--- config.mk ---
export PLATFORM = sky130hd
export DESIGN_NAME = reset_source_controller
export DESIGN_NICKNAME = d
export VERILOG_FILES = /design/src/shared/rst_ctrl_pkg.sv /design/src/verilog/reset_source_controller.sv /design/src/verilog/rst_sync.sv
export SDC_FILE = /design/constraint.sdc
export NUM_CORES = 1
export LEC_CHECK = 0
export BUFFER_PORTS_ARGS = -buffer_cell sky130_fd_sc_hd__buf_2
export CELL_PAD_IN_SITES_DETAIL_PLACEMENT = 1
export CELL_PAD_IN_SITES_GLOBAL_PLACEMENT = 1
export CORE_MARGIN = 1.5
export CORE_UTILIZATION = 45
export CTS_BUF_LIST = sky130_fd_sc_hd__clkbuf_2
export CTS_CLUSTER_SIZE = 25
export DETAILED_ROUTE_END_ITERATION = 8
export PLACE_DENSITY_LB_ADDON = 0.1
export SYNTH_ARGS = -nofsm -noshare
export SYNTH_HDL_FRONTEND = slang
export SYNTH_SLANG_ARGS = --single-unit
--- constraint.sdc ---
create_clock -name clk_i -period 6 [get_ports clk_i]
set_clock_uncertainty 0.1 [all_clocks]
set_input_delay 0.3 -clock clk_i [delete_from_list [all_inputs] [get_ports clk_i]]
set_output_delay 0.3 -clock clk_i [all_outputs]
set_load 0.02 [all_outputs]
--- src/shared/rst_ctrl_pkg.sv ---
// Purpose: Shared constants and types for the reset source controller.
// Assumes: One 25 MHz clock, synchronous active-high reset.
// Notes:   Cause bit positions are the layout of the reset cause register.
`default_nettype none
package rst_ctrl_pkg;

    localparam int unsigned NUM_SOURCES    = 6;
    localparam int unsigned CAUSE_EXT      = 0;
    localparam int unsigned CAUSE_POR      = 1;
    localparam int unsigned CAUSE_BOR      = 2;
    localparam int unsigned CAUSE_SW       = 3;
    localparam int unsigned CAUSE_WDT      = 4;
    localparam int unsigned CAUSE_OSC      = 5;
    localparam logic [5:0]  CAUSE_RESET    = 6'h02;
    localparam int unsigned NUM_PERIPH     = 8;
    localparam int unsigned SYNC_STAGES    = 2;
    // Minimum external pin low time accepted as a reset, in ns
    localparam int unsigned CLK_MHZ        = 25;
    localparam int unsigned PIN_MIN_NS     = 400;
    localparam int unsigned PIN_MIN_CYC    =
        (PIN_MIN_NS * CLK_MHZ + 999) / 1000;
    // Hold of internal reset after all sources go quiet, in ns
    localparam int unsigned HOLD_NS        = 200;
    localparam int unsigned HOLD_CYC       =
        (HOLD_NS * CLK_MHZ + 999) / 1000;
    localparam int unsigned CNT_W          = 8;

    typedef enum logic [2:0] {
        ST_HOLD,
        ST_RELEASE,
        ST_FETCH_SP,
        ST_FETCH_PC,
        ST_FETCH_INSN,
        ST_RUN
    } seq_state_t;

endpackage
`default_nettype wire

--- src/verilog/reset_source_controller.sv ---
// Purpose: Gathers reset sources, steers core/TAP/peripheral resets,
//          sequences the vector fetch and keeps the reset cause register.
// Assumes: srst_i models the supply-level power-up; por_i is the detector.
// Notes:   Fetch handshake with the core uses fetch_ack_i per step.
// Summary of operation
// - Six reset sources each may start a reset sequence.
// - Power-on resets core, every peripheral and the test access port.
// - External pin resets core and peripherals; TAP only pin config.
// - Brown-out, software, watchdog, oscillator reset core, peripherals, TAP pin config.
// - Software peripheral reset touches only the selected peripherals.
// - Software system reset fires on the system reset request bit.
// - After a reset the matching cause bit is set.
// - Cause bits stay sticky across resets other than power-on.
// - Hold reset until power-on detector goes inactive, then fetch.
// - On release fetch stack pointer, then counter, then instruction.
// - Power-on detector is honoured only during initial power-up.
// - NMI pin is plain GPIO until commit-protected select bit is set.
// - Peripheral resets when its bit is set and then cleared.
// - Brown-out resets only when enabled; held while supply is low.
// - Watchdog resets on second unserviced time-out, if enabled.
// - Oscillator failure reset recorded in its own cause flag.
`default_nettype none
module reset_source_controller
    import rst_ctrl_pkg::*;
#(
    parameter int unsigned PERIPHS = rst_ctrl_pkg::NUM_PERIPH
) (
    // Clock and reset
    input  wire logic                 clk_i,
    input  wire logic                 srst_i,
    // Reset sources
    input  wire logic                 rst_n_i,
    input  wire logic                 por_i,
    input  wire logic                 brownout_i,
    input  wire logic                 brownout_reset_enable_i,
    input  wire logic                 system_reset_request_bit_i,
    input  wire logic                 wdt_timeout_i,
    input  wire logic                 wdt_service_i,
    input  wire logic                 wdt_reset_enable_i,
    input  wire logic                 osc_fail_i,
    // Software peripheral reset bits and cause clear
    input  wire logic [PERIPHS-1:0]   peripheral_reset_regs_i,
    input  wire logic [5:0]           cause_clear_i,
    // NMI pin configuration
    input  wire logic                 nmi_pin_i,
    input  wire logic                 alt_function_bit_i,
    input  wire logic                 commit_i,
    // Core vector fetch handshake
    input  wire logic                 fetch_ack_i,
    output logic                      fetch_sp_o,
    output logic                      fetch_pc_o,
    output logic                      fetch_insn_o,
    output logic                      core_run_o,
    // Reset outputs
    output logic                      core_rst_o,
    output logic                      tap_rst_o,
    output logic                      tap_pin_cfg_rst_o,
    output logic [PERIPHS-1:0]        periph_rst_o,
    // NMI and status
    output logic                      nmi_o,
    output logic                      gpio_b7_o,
    output logic [5:0]                reset_cause_register_o
);
    import rst_ctrl_pkg::*;

    logic               pin_low_s;
    logic               por_s;
    logic               bor_s;
    logic               sw_s;
    logic               wdt_to_s;
    logic               osc_s;
    logic [CNT_W-1:0]   pin_cnt_q;
    logic               por_seen_q;
    logic               wdt_armed_q;
    logic               wdt_fire_q;
    logic               sys_seen_q;
    logic [5:0]         cause_q;
    logic [5:0]         cause_d;
    logic [5:0]         pend_q;
    logic [CNT_W-1:0]   hold_q;
    logic               tap_q;
    logic               nmi_sel_q;
    seq_state_t         state_q;
    seq_state_t         state_d;
    logic [PERIPHS-1:0] sw_prev_q;
    logic [PERIPHS-1:0] periph_pulse_q;

    // Every source passes a two-flop stage before it can touch reset
    rst_sync #(.STAGES(SYNC_STAGES), .INIT(1'b1)) u_pin (
        .clk_i(clk_i), .srst_i(srst_i), .d_i(~rst_n_i), .q_o(pin_low_s));
    rst_sync #(.STAGES(SYNC_STAGES), .INIT(1'b1)) u_por (
        .clk_i(clk_i), .srst_i(srst_i), .d_i(por_i), .q_o(por_s));
    rst_sync #(.STAGES(SYNC_STAGES), .INIT(1'b0)) u_bor (
        .clk_i(clk_i), .srst_i(srst_i), .d_i(brownout_i), .q_o(bor_s));
    rst_sync #(.STAGES(SYNC_STAGES), .INIT(1'b0)) u_sw (
        .clk_i(clk_i), .srst_i(srst_i),
        .d_i(system_reset_request_bit_i), .q_o(sw_s));
    rst_sync #(.STAGES(SYNC_STAGES), .INIT(1'b0)) u_wdt (
        .clk_i(clk_i), .srst_i(srst_i), .d_i(wdt_timeout_i), .q_o(wdt_to_s));
    rst_sync #(.STAGES(SYNC_STAGES), .INIT(1'b0)) u_osc (
        .clk_i(clk_i), .srst_i(srst_i), .d_i(osc_fail_i), .q_o(osc_s));

    // Short pin glitches are filtered; the board owns the minimum width
    wire pin_req  = pin_low_s && (pin_cnt_q >= CNT_W'(PIN_MIN_CYC));
    // Detector only counts until it has gone quiet once after power-up
    wire por_req  = por_s && !por_seen_q;
    wire bor_req  = bor_s && brownout_reset_enable_i;
    wire sw_req   = sw_s && !sys_seen_q;
    wire wdt_req  = wdt_fire_q;
    wire osc_req  = osc_s;
    wire [5:0] src_vec = {osc_req, wdt_req, sw_req,
                          bor_req, por_req, pin_req};
    wire any_req  = |src_vec;
    wire wdt_tick = wdt_to_s && !wdt_fire_q;
    wire in_reset = (state_q == ST_HOLD);

    always_ff @(posedge clk_i)
    begin
        if (srst_i || !pin_low_s)
            pin_cnt_q <= '0;
        else if (pin_cnt_q != {CNT_W{1'b1}})
            pin_cnt_q <= pin_cnt_q + CNT_W'(1);
    end

    always_ff @(posedge clk_i)
    begin
        if (srst_i)
            por_seen_q <= 1'b0;
        else if (!por_s)
            por_seen_q <= 1'b1;
    end

    // First time-out arms, second unserviced one fires
    always_ff @(posedge clk_i)
    begin
        if (srst_i || wdt_service_i || in_reset)
        begin
            wdt_armed_q <= 1'b0;
            wdt_fire_q  <= 1'b0;
        end
        else if (wdt_tick)
        begin
            wdt_armed_q <= 1'b1;
            wdt_fire_q  <= wdt_armed_q && wdt_reset_enable_i;
        end
    end

    // Request bit is level; one reset per assertion avoids a reset loop
    always_ff @(posedge clk_i)
    begin
        if (srst_i || !sw_s)
            sys_seen_q <= 1'b0;
        else if (in_reset)
            sys_seen_q <= 1'b1;
    end

    // Sequencer: hold, short release delay, three fetch steps, run
    always_comb
    begin
        state_d = state_q;
        case (state_q)
            ST_HOLD:       if (!any_req) state_d = ST_RELEASE;
            ST_RELEASE:    if (hold_q == '0) state_d = ST_FETCH_SP;
            ST_FETCH_SP:   if (fetch_ack_i) state_d = ST_FETCH_PC;
            ST_FETCH_PC:   if (fetch_ack_i) state_d = ST_FETCH_INSN;
            ST_FETCH_INSN: if (fetch_ack_i) state_d = ST_RUN;
            ST_RUN:        state_d = ST_RUN;
            default:       state_d = ST_HOLD;
        endcase
        if (any_req)
            state_d = ST_HOLD;
    end

    always_ff @(posedge clk_i)
    begin
        if (srst_i)
            state_q <= ST_HOLD;
        else
            state_q <= state_d;
    end

    always_ff @(posedge clk_i)
    begin
        if (srst_i || state_q != ST_RELEASE)
            hold_q <= CNT_W'(HOLD_CYC);
        else if (hold_q != '0)
            hold_q <= hold_q - CNT_W'(1);
    end

    // Pending causes latch while holding and land in the register at release
    always_ff @(posedge clk_i)
    begin
        if (srst_i || state_q == ST_RELEASE)
            pend_q <= '0;
        else
            pend_q <= pend_q | src_vec;
    end

    // Power-on wipes the other causes; otherwise bits only accumulate.
    // A cause landing in a clear cycle survives the clear.
    always_comb
    begin
        cause_d = cause_q & ~cause_clear_i;
        if (state_q == ST_RELEASE && hold_q == CNT_W'(HOLD_CYC))
        begin
            if (pend_q[CAUSE_POR])
                cause_d = CAUSE_RESET;
            else
                cause_d = cause_d | pend_q;
        end
    end

    always_ff @(posedge clk_i)
    begin
        if (srst_i)
            cause_q <= CAUSE_RESET;
        else
            cause_q <= cause_d;
    end

    // TAP follows only power-on; pin reset touches its pin config only
    always_ff @(posedge clk_i)
    begin
        if (srst_i)
            tap_q <= 1'b1;
        else
            tap_q <= por_req;
    end

    // Commit-protected select for the NMI function; power-on returns GPIO
    always_ff @(posedge clk_i)
    begin
        if (srst_i || (in_reset && por_req))
            nmi_sel_q <= 1'b0;
        else if (commit_i)
            nmi_sel_q <= alt_function_bit_i;
    end

    // Each peripheral gets a one-cycle reset on the falling edge of its bit
    genvar g;
    generate
        for (g = 0; g < PERIPHS; g++)
        begin : g_per
            always_ff @(posedge clk_i)
            begin
                if (srst_i)
                begin
                    sw_prev_q[g]      <= 1'b0;
                    periph_pulse_q[g] <= 1'b0;
                end
                else
                begin
                    sw_prev_q[g]      <= peripheral_reset_regs_i[g];
                    periph_pulse_q[g] <= sw_prev_q[g] &&
                                         !peripheral_reset_regs_i[g];
                end
            end
        end
    endgenerate

    assign core_rst_o        = (state_q != ST_RUN) &&
                               (state_q != ST_FETCH_SP) &&
                               (state_q != ST_FETCH_PC) &&
                               (state_q != ST_FETCH_INSN);
    assign tap_rst_o         = tap_q;
    assign tap_pin_cfg_rst_o = in_reset;
    assign periph_rst_o      = {PERIPHS{core_rst_o}} |
                               periph_pulse_q;
    assign fetch_sp_o        = (state_q == ST_FETCH_SP);
    assign fetch_pc_o        = (state_q == ST_FETCH_PC);
    assign fetch_insn_o      = (state_q == ST_FETCH_INSN);
    assign core_run_o        = (state_q == ST_RUN);
    assign nmi_o             = nmi_sel_q && nmi_pin_i;
    assign gpio_b7_o         = !nmi_sel_q && nmi_pin_i;
    assign reset_cause_register_o = cause_q;
endmodule
`default_nettype wire

--- src/verilog/rst_sync.sv ---
// Purpose: Two-flop synchroniser for one level.
// Assumes: Input may change at any time relative to clk_i.
// Notes:   First stage feeds only the second stage.
`default_nettype none
module rst_sync #(
    parameter int unsigned STAGES = 2,
    parameter logic        INIT   = 1'b0
) (
    // Clock and reset
    input  wire logic clk_i,
    input  wire logic srst_i,
    // Level
    input  wire logic d_i,
    output logic      q_o
);
    logic [STAGES-1:0] sync_q;

    always_ff @(posedge clk_i)
    begin
        if (srst_i)
            sync_q <= {STAGES{INIT}};
        else
            sync_q <= {sync_q[STAGES-2:0], d_i};
    end

    assign q_o = sync_q[STAGES-1];
endmodule
`default_nettype wire

# Yosys cells after proc, flatten, opt, wreduce, memory -nomap -nowiden
# Index checks and enable logic that the tools add are counted.
# totals
regBits	65
# classes
n_reduce_logical	47
mux	7
n_eq_ne	16
n_bitwise	6
magnitude_cmp	1
add_sub_neg	2
# ops
operator	n
$logic_and 1x1->1	21
$pmux 3 s6	1
$logic_not 1->1	14
$mux 3	4
$mux 6	2
$or 6x6->6	2
$add 8x1->8 const B	1
$eq 8x3->1 const B	1
$ge 8x4->1 const B	1
$logic_not 8->1	1
$ne 2x2->1 const B	4
$ne 8x8->1 const B	1
$or 8x8->8	1
$reduce_bool 8->1	1
$sub 8x1->8 const B	1
$logic_or 1x1->1	7
$reduce_or 7->1	1
$and 6x6->6	1
$eq 3x2->1 const B	2
$eq 3x3->1 const B	2
$ne 3x2->1 const B	2
$ne 3x3->1 const B	2
$not 6->6	1
$reduce_and 4->1	1
other kinds (4)	4

# Logic depth before layout (Yosys ltp)
# depth
depth_word	5
depth_mapped	6
mapped_depth_nobuf	6

# Modules after synthesis
# Synthesis repeated with hierarchy kept, for this count alone.
# unflattened
cells_unflattened	251
area_unflattened_um2	2412.3
# modules_own_cells
mod	n_inst	cells_per_inst	seq_area_each_um2	area_per_inst_um2
reset_source_controller	1	227	1061.0	2097.0
rst_sync	6	4	40.0	52.6

# Least setup slack after synthesis
# No wires, ideal clock.
# synth_timing
path_kind	reg2reg
start	register hold_q[7]
end	register hold_q[1]
required_time_ns	5.797
arrival_ns	1.795
n_path_buf	1
slack_ns	4.002
stages_incl_launch_ff	5
cell_sequence	dfxtp_1 > or4_4 > or4b_4 > buf_6 > a2111oi_2
# synth_via
elab_chain_len	1
# synth_rtl
element	line_no	text
from (decl)	reset_source_controller.sv:80	logic [CNT_W-1:0] hold_q;
from (signal assigned)	reset_source_controller.sv:185	hold_q <= CNT_W'(HOLD_CYC);
from (signal assigned)	reset_source_controller.sv:187	hold_q <= hold_q - CNT_W'(1);
$reduce_bool 8->1	reset_source_controller.sv:186	else if (hold_q != '0)
# No other way between the ends.
# A chain may end at the register's enable or synchronous reset.

# Worst setup path after layout
# layout_timing
start	register state_q[1]
end	output periph_rst_o[2]
# layout_via
elab_chain_len	5
elab_cells_between_ends	8
# layout_rtl
element	line_no	text
from (decl)	reset_source_controller.sv:83	seq_state_t state_q;
from (signal assigned)	reset_source_controller.sv:179	state_q <= state_d;
$ne 3x3->1 / $ne 3x2->1 (equally long branches)	reset_source_controller.sv:261, reset_source_controller.sv:262	
$logic_and 1x1->1	reset_source_controller.sv:261	assign core_rst_o = (state_q != ST_RUN) &&
$logic_and 1x1->1	reset_source_controller.sv:262	(state_q != ST_FETCH_SP) &&
$logic_and 1x1->1 *	reset_source_controller.sv:263	(state_q != ST_FETCH_PC) &&
$or 8x8->8 *	reset_source_controller.sv:267	assign periph_rst_o = {PERIPHS{core_rst_o}} |
to (decl)	reset_source_controller.sv:58	output logic [PERIPHS-1:0] periph_rst_o,
# Mark *: on every way between the ends. The rest lies on a longest branch, timed or not.

==> metrics.txt <==
mux share of post-synthesis cell area=0.8235%; RR Endpoint=reset_cause_register_o[5]; gr usage total=21.12%; WHS Path Cells=3; detailed placement HPWL=3530 um; post-synthesis cell type count=40; Synth Area in Compound Gates=9.367%; Die Y=76.50 um; CTS Buf Count=9; synthesis-to-layout area growth=25.58%; Worst Setup SP=state_q[1]; Netlist Area Pre-Place=0.002431 mm2; vias in the first global route=2111; worst r2r src=state_q[0]; R2R cell count=4; leakage=1.245 nW; Net Count, Synth=287; vias=1954; Post-Synth XOR/XNOR Area=3.242%; CP Launch Type=flop; vias per inst=4.873; period utilization=41.11%; instance area at placement=0.002726 mm2; I/O pin count=52; Clock Sinks=65; Fin. Hold Viols=0; Worst Path Required=5600 ps; initial antenna violation count=0; Max FO, Critical Path=11; average cell area after synthesis=9.609 um2; first drt pass iteration count=4; H-tree levels=3; Residual DRC=0; Max-slew headroom=44.56%; Tot Pwr=0.0007476 W; Detailed Route WL=5587 um; Final Max Tran Viols=0; WL/cell=13.93 um; crit path time final=2467 ps; Yosys warning count=0; final net count=362; RSZ-0062 raised after global routing=no; setup TNS=0 ps; IO Port Bufs=51; pin count of the biggest net entering global routing=39; P per Cell Area=244.9 mW/mm2; Die ar.=0.005852 mm2; Post-CTS Resized=0; Worst Path Arrival=2070 ps; grt ovf=0; max-cap violations=0; Final GP Congestion=0.7698; Core ar.=0.005172 mm2; f_max=405.4 MHz; Clock Pin Slew Worst Setup and Hold Paths=160 ps; Worst Max-Slew Pin Slew=828.8 ps; Crit Path Category=reg -> out; layout cells sized above 1=22.05%; status=finished, final reports clean; worst setup path end=periph_rst_o[2]; CTS tree=yes; setup slack, reg-to-reg=3860 ps; main combinational cell family by area after synthesis=simple AND/OR/NAND/NOR gates; crit end category=output port; clock latency on the worst-skew pair=480 ps; global-route wire length before repair=9660 um; worst-case clock buffer depth=2; clk root buf=clkbuf_2; Post-Synth Simple-Gate Area=27.12%; Post-DRT Antenna Nets=0; Initial Utilization=47.00%; Cells after Synth=253; Ant. Diodes=0; Hold Path Class=in -> reg; Die W=76.50 um; maximum vdd drop=160.6 uV; design area=0.003053 mm2; Synth Register Bits=65; Final Setup Violations=0; register area share after synthesis=53.53%; DRT iter0 DRCs=28; WHS=62.24 ps; Synth Area in Adders=2.573%; number of cell rows=26
-- synthesized netlist by cell type (all sizes together) --
library cell	count	area, um2
nand2	15	56.30
xor2	7	61.31
o22a	1	10.01
nand4	1	6.260
and2	1	6.260
a2111oi	2	23.77
or4b	1	13.76
nor3b	10	75.07
xnor2	2	17.52
ha	5	62.56
nor4	2	12.51
o21bai	2	15.01
clkbuf	7	26.28
nor3	6	30.03
nor2b	26	162.7
o21ai	3	15.01
o21a	4	30.03
dfxtp	65	1301
or3b	1	8.760
a21boi	1	7.510
a21o	2	15.01
a21oi	9	45.04
nand2b	11	68.82
or4	2	18.77
nand3	6	30.03
and3b	2	17.52
mux2i	2	20.02
o31ai	2	15.01
buf	3	21.27
a31oi	3	18.77
inv	9	33.78
or2	4	25.02
o31a	1	8.760
nor2	30	112.6
nand3b	2	15.01
o2111ai	1	8.760
a211oi	2	15.01
-- critical path, cell delays in order, from the launching register on --
cell and delay (ps):
dfxtp_1 520, xor2_1 700, nand2b_1 170, buf_2 200
-- power breakdown --
group	switching (W)	total (W)	internal, W
logic	0.0000251	0.0000550	0.0000299
registers	0.00000688	0.000452	0.000445
clock network	0.000149	0.000240	0.0000916
-- per-stage QoR --
| stage | setup WS, ps | util (%) | instances |
|---|---|---|---|
| after floorplan | 4002 | - | 253 |
| after global placement | 3927 | 52.71 | 364 |
| after detailed placement | 3880 | 52.71 | 364 |
| after CTS | 3524 | 59.02 | 401 |
| after global routing | 3325 | 59.02 | 401 |
| final | 3533 | 59.02 | 401 |
-- routing by layer --
layer	up-vias	routed length, um	track usage (%)
met5	-	0	0
met4	0	135	11.67
met3	12	194	5.030
met2	41	2900	37.50
met1	916	2356	23.00
li1	985	-	-
-- area by class of cell --
cell class,count,area (um2)
fill,581,2120
sequential,65,1301
multi-input combinational,169,1049
timing repair buffer,74,485.5
tap,70,87.58
clock buffer,10,50.05
clock inverter,4,46.29
inverter,9,33.78
-- state kept, by name, indices dropped and copies added, names as in the netlist --
name,count
hold_q,8
periph_pulse_q,8
pin_cnt_q,8
sw_prev_q,8
pend_q,6
reset_cause_register_o,6
state_q,3
u_bor.sync_q,2
u_osc.sync_q,2
u_pin.sync_q,2
u_por.sync_q,2
u_sw.sync_q,2
u_wdt.sync_q,2
nmi_sel_q,1
por_seen_q,1
sys_seen_q,1
tap_rst_o,1
wdt_armed_q,1
wdt_fire_q,1
-- cell families (layout without fill, tap and decap cells) --
kind of cell             Yosys count  count (layout)
XOR/XNOR                           9               9
adder cells (fa/ha/maj)            5               5
multiplexers                       2               2
buffers and inverters             19              97
AO/OA/AOI/OAI                     33              33
flip-flops                        65              65
AND/OR/NAND/NOR                  120             120
-- worst min path at each step --
stage,from,to,slack (ps)
floorplan,rst_n_i,u_pin.sync_q[0],270
global placement,u_pin.sync_q[0],u_pin.sync_q[1],290
detailed placement,u_por.sync_q[0],u_por.sync_q[1],300
CTS,wdt_reset_enable_i,wdt_fire_q,20
global route,alt_function_bit_i,nmi_sel_q,9
finish,alt_function_bit_i,nmi_sel_q,60
-- timing repair --
action | 4_1_cts | 5_1_grt
hold buffers | 23 | 0
buffers inserted | 0 | 0
hold endpoints to repair | 32 | 0
-- cell usage in the layout, fill, tap and decap left out, types with 2 or more instances in the layout --
cell and instances:
dfxtp_1 65, buf_2 51, nor2_1 30, nor2b_1 26, dlygate4sd3_1 23, nand2_1 15
nand2b_1 11, nor3b_1 10, clkbuf_2 10, inv_1 9, a21oi_1 9, xor2_1 7
nor3_1 6, nand3_1 6, ha_1 5, or2_2 4, o21a_1 4, o21ai_0 3
a31oi_1 3, and3b_1 2, a211oi_1 2, xnor2_1 2, nand3b_1 2, o31ai_1 2
nor4_1 2, a21o_1 2, mux2i_1 2, o21bai_1 2
Note: power is estimated with default switching activity, not from simulation.
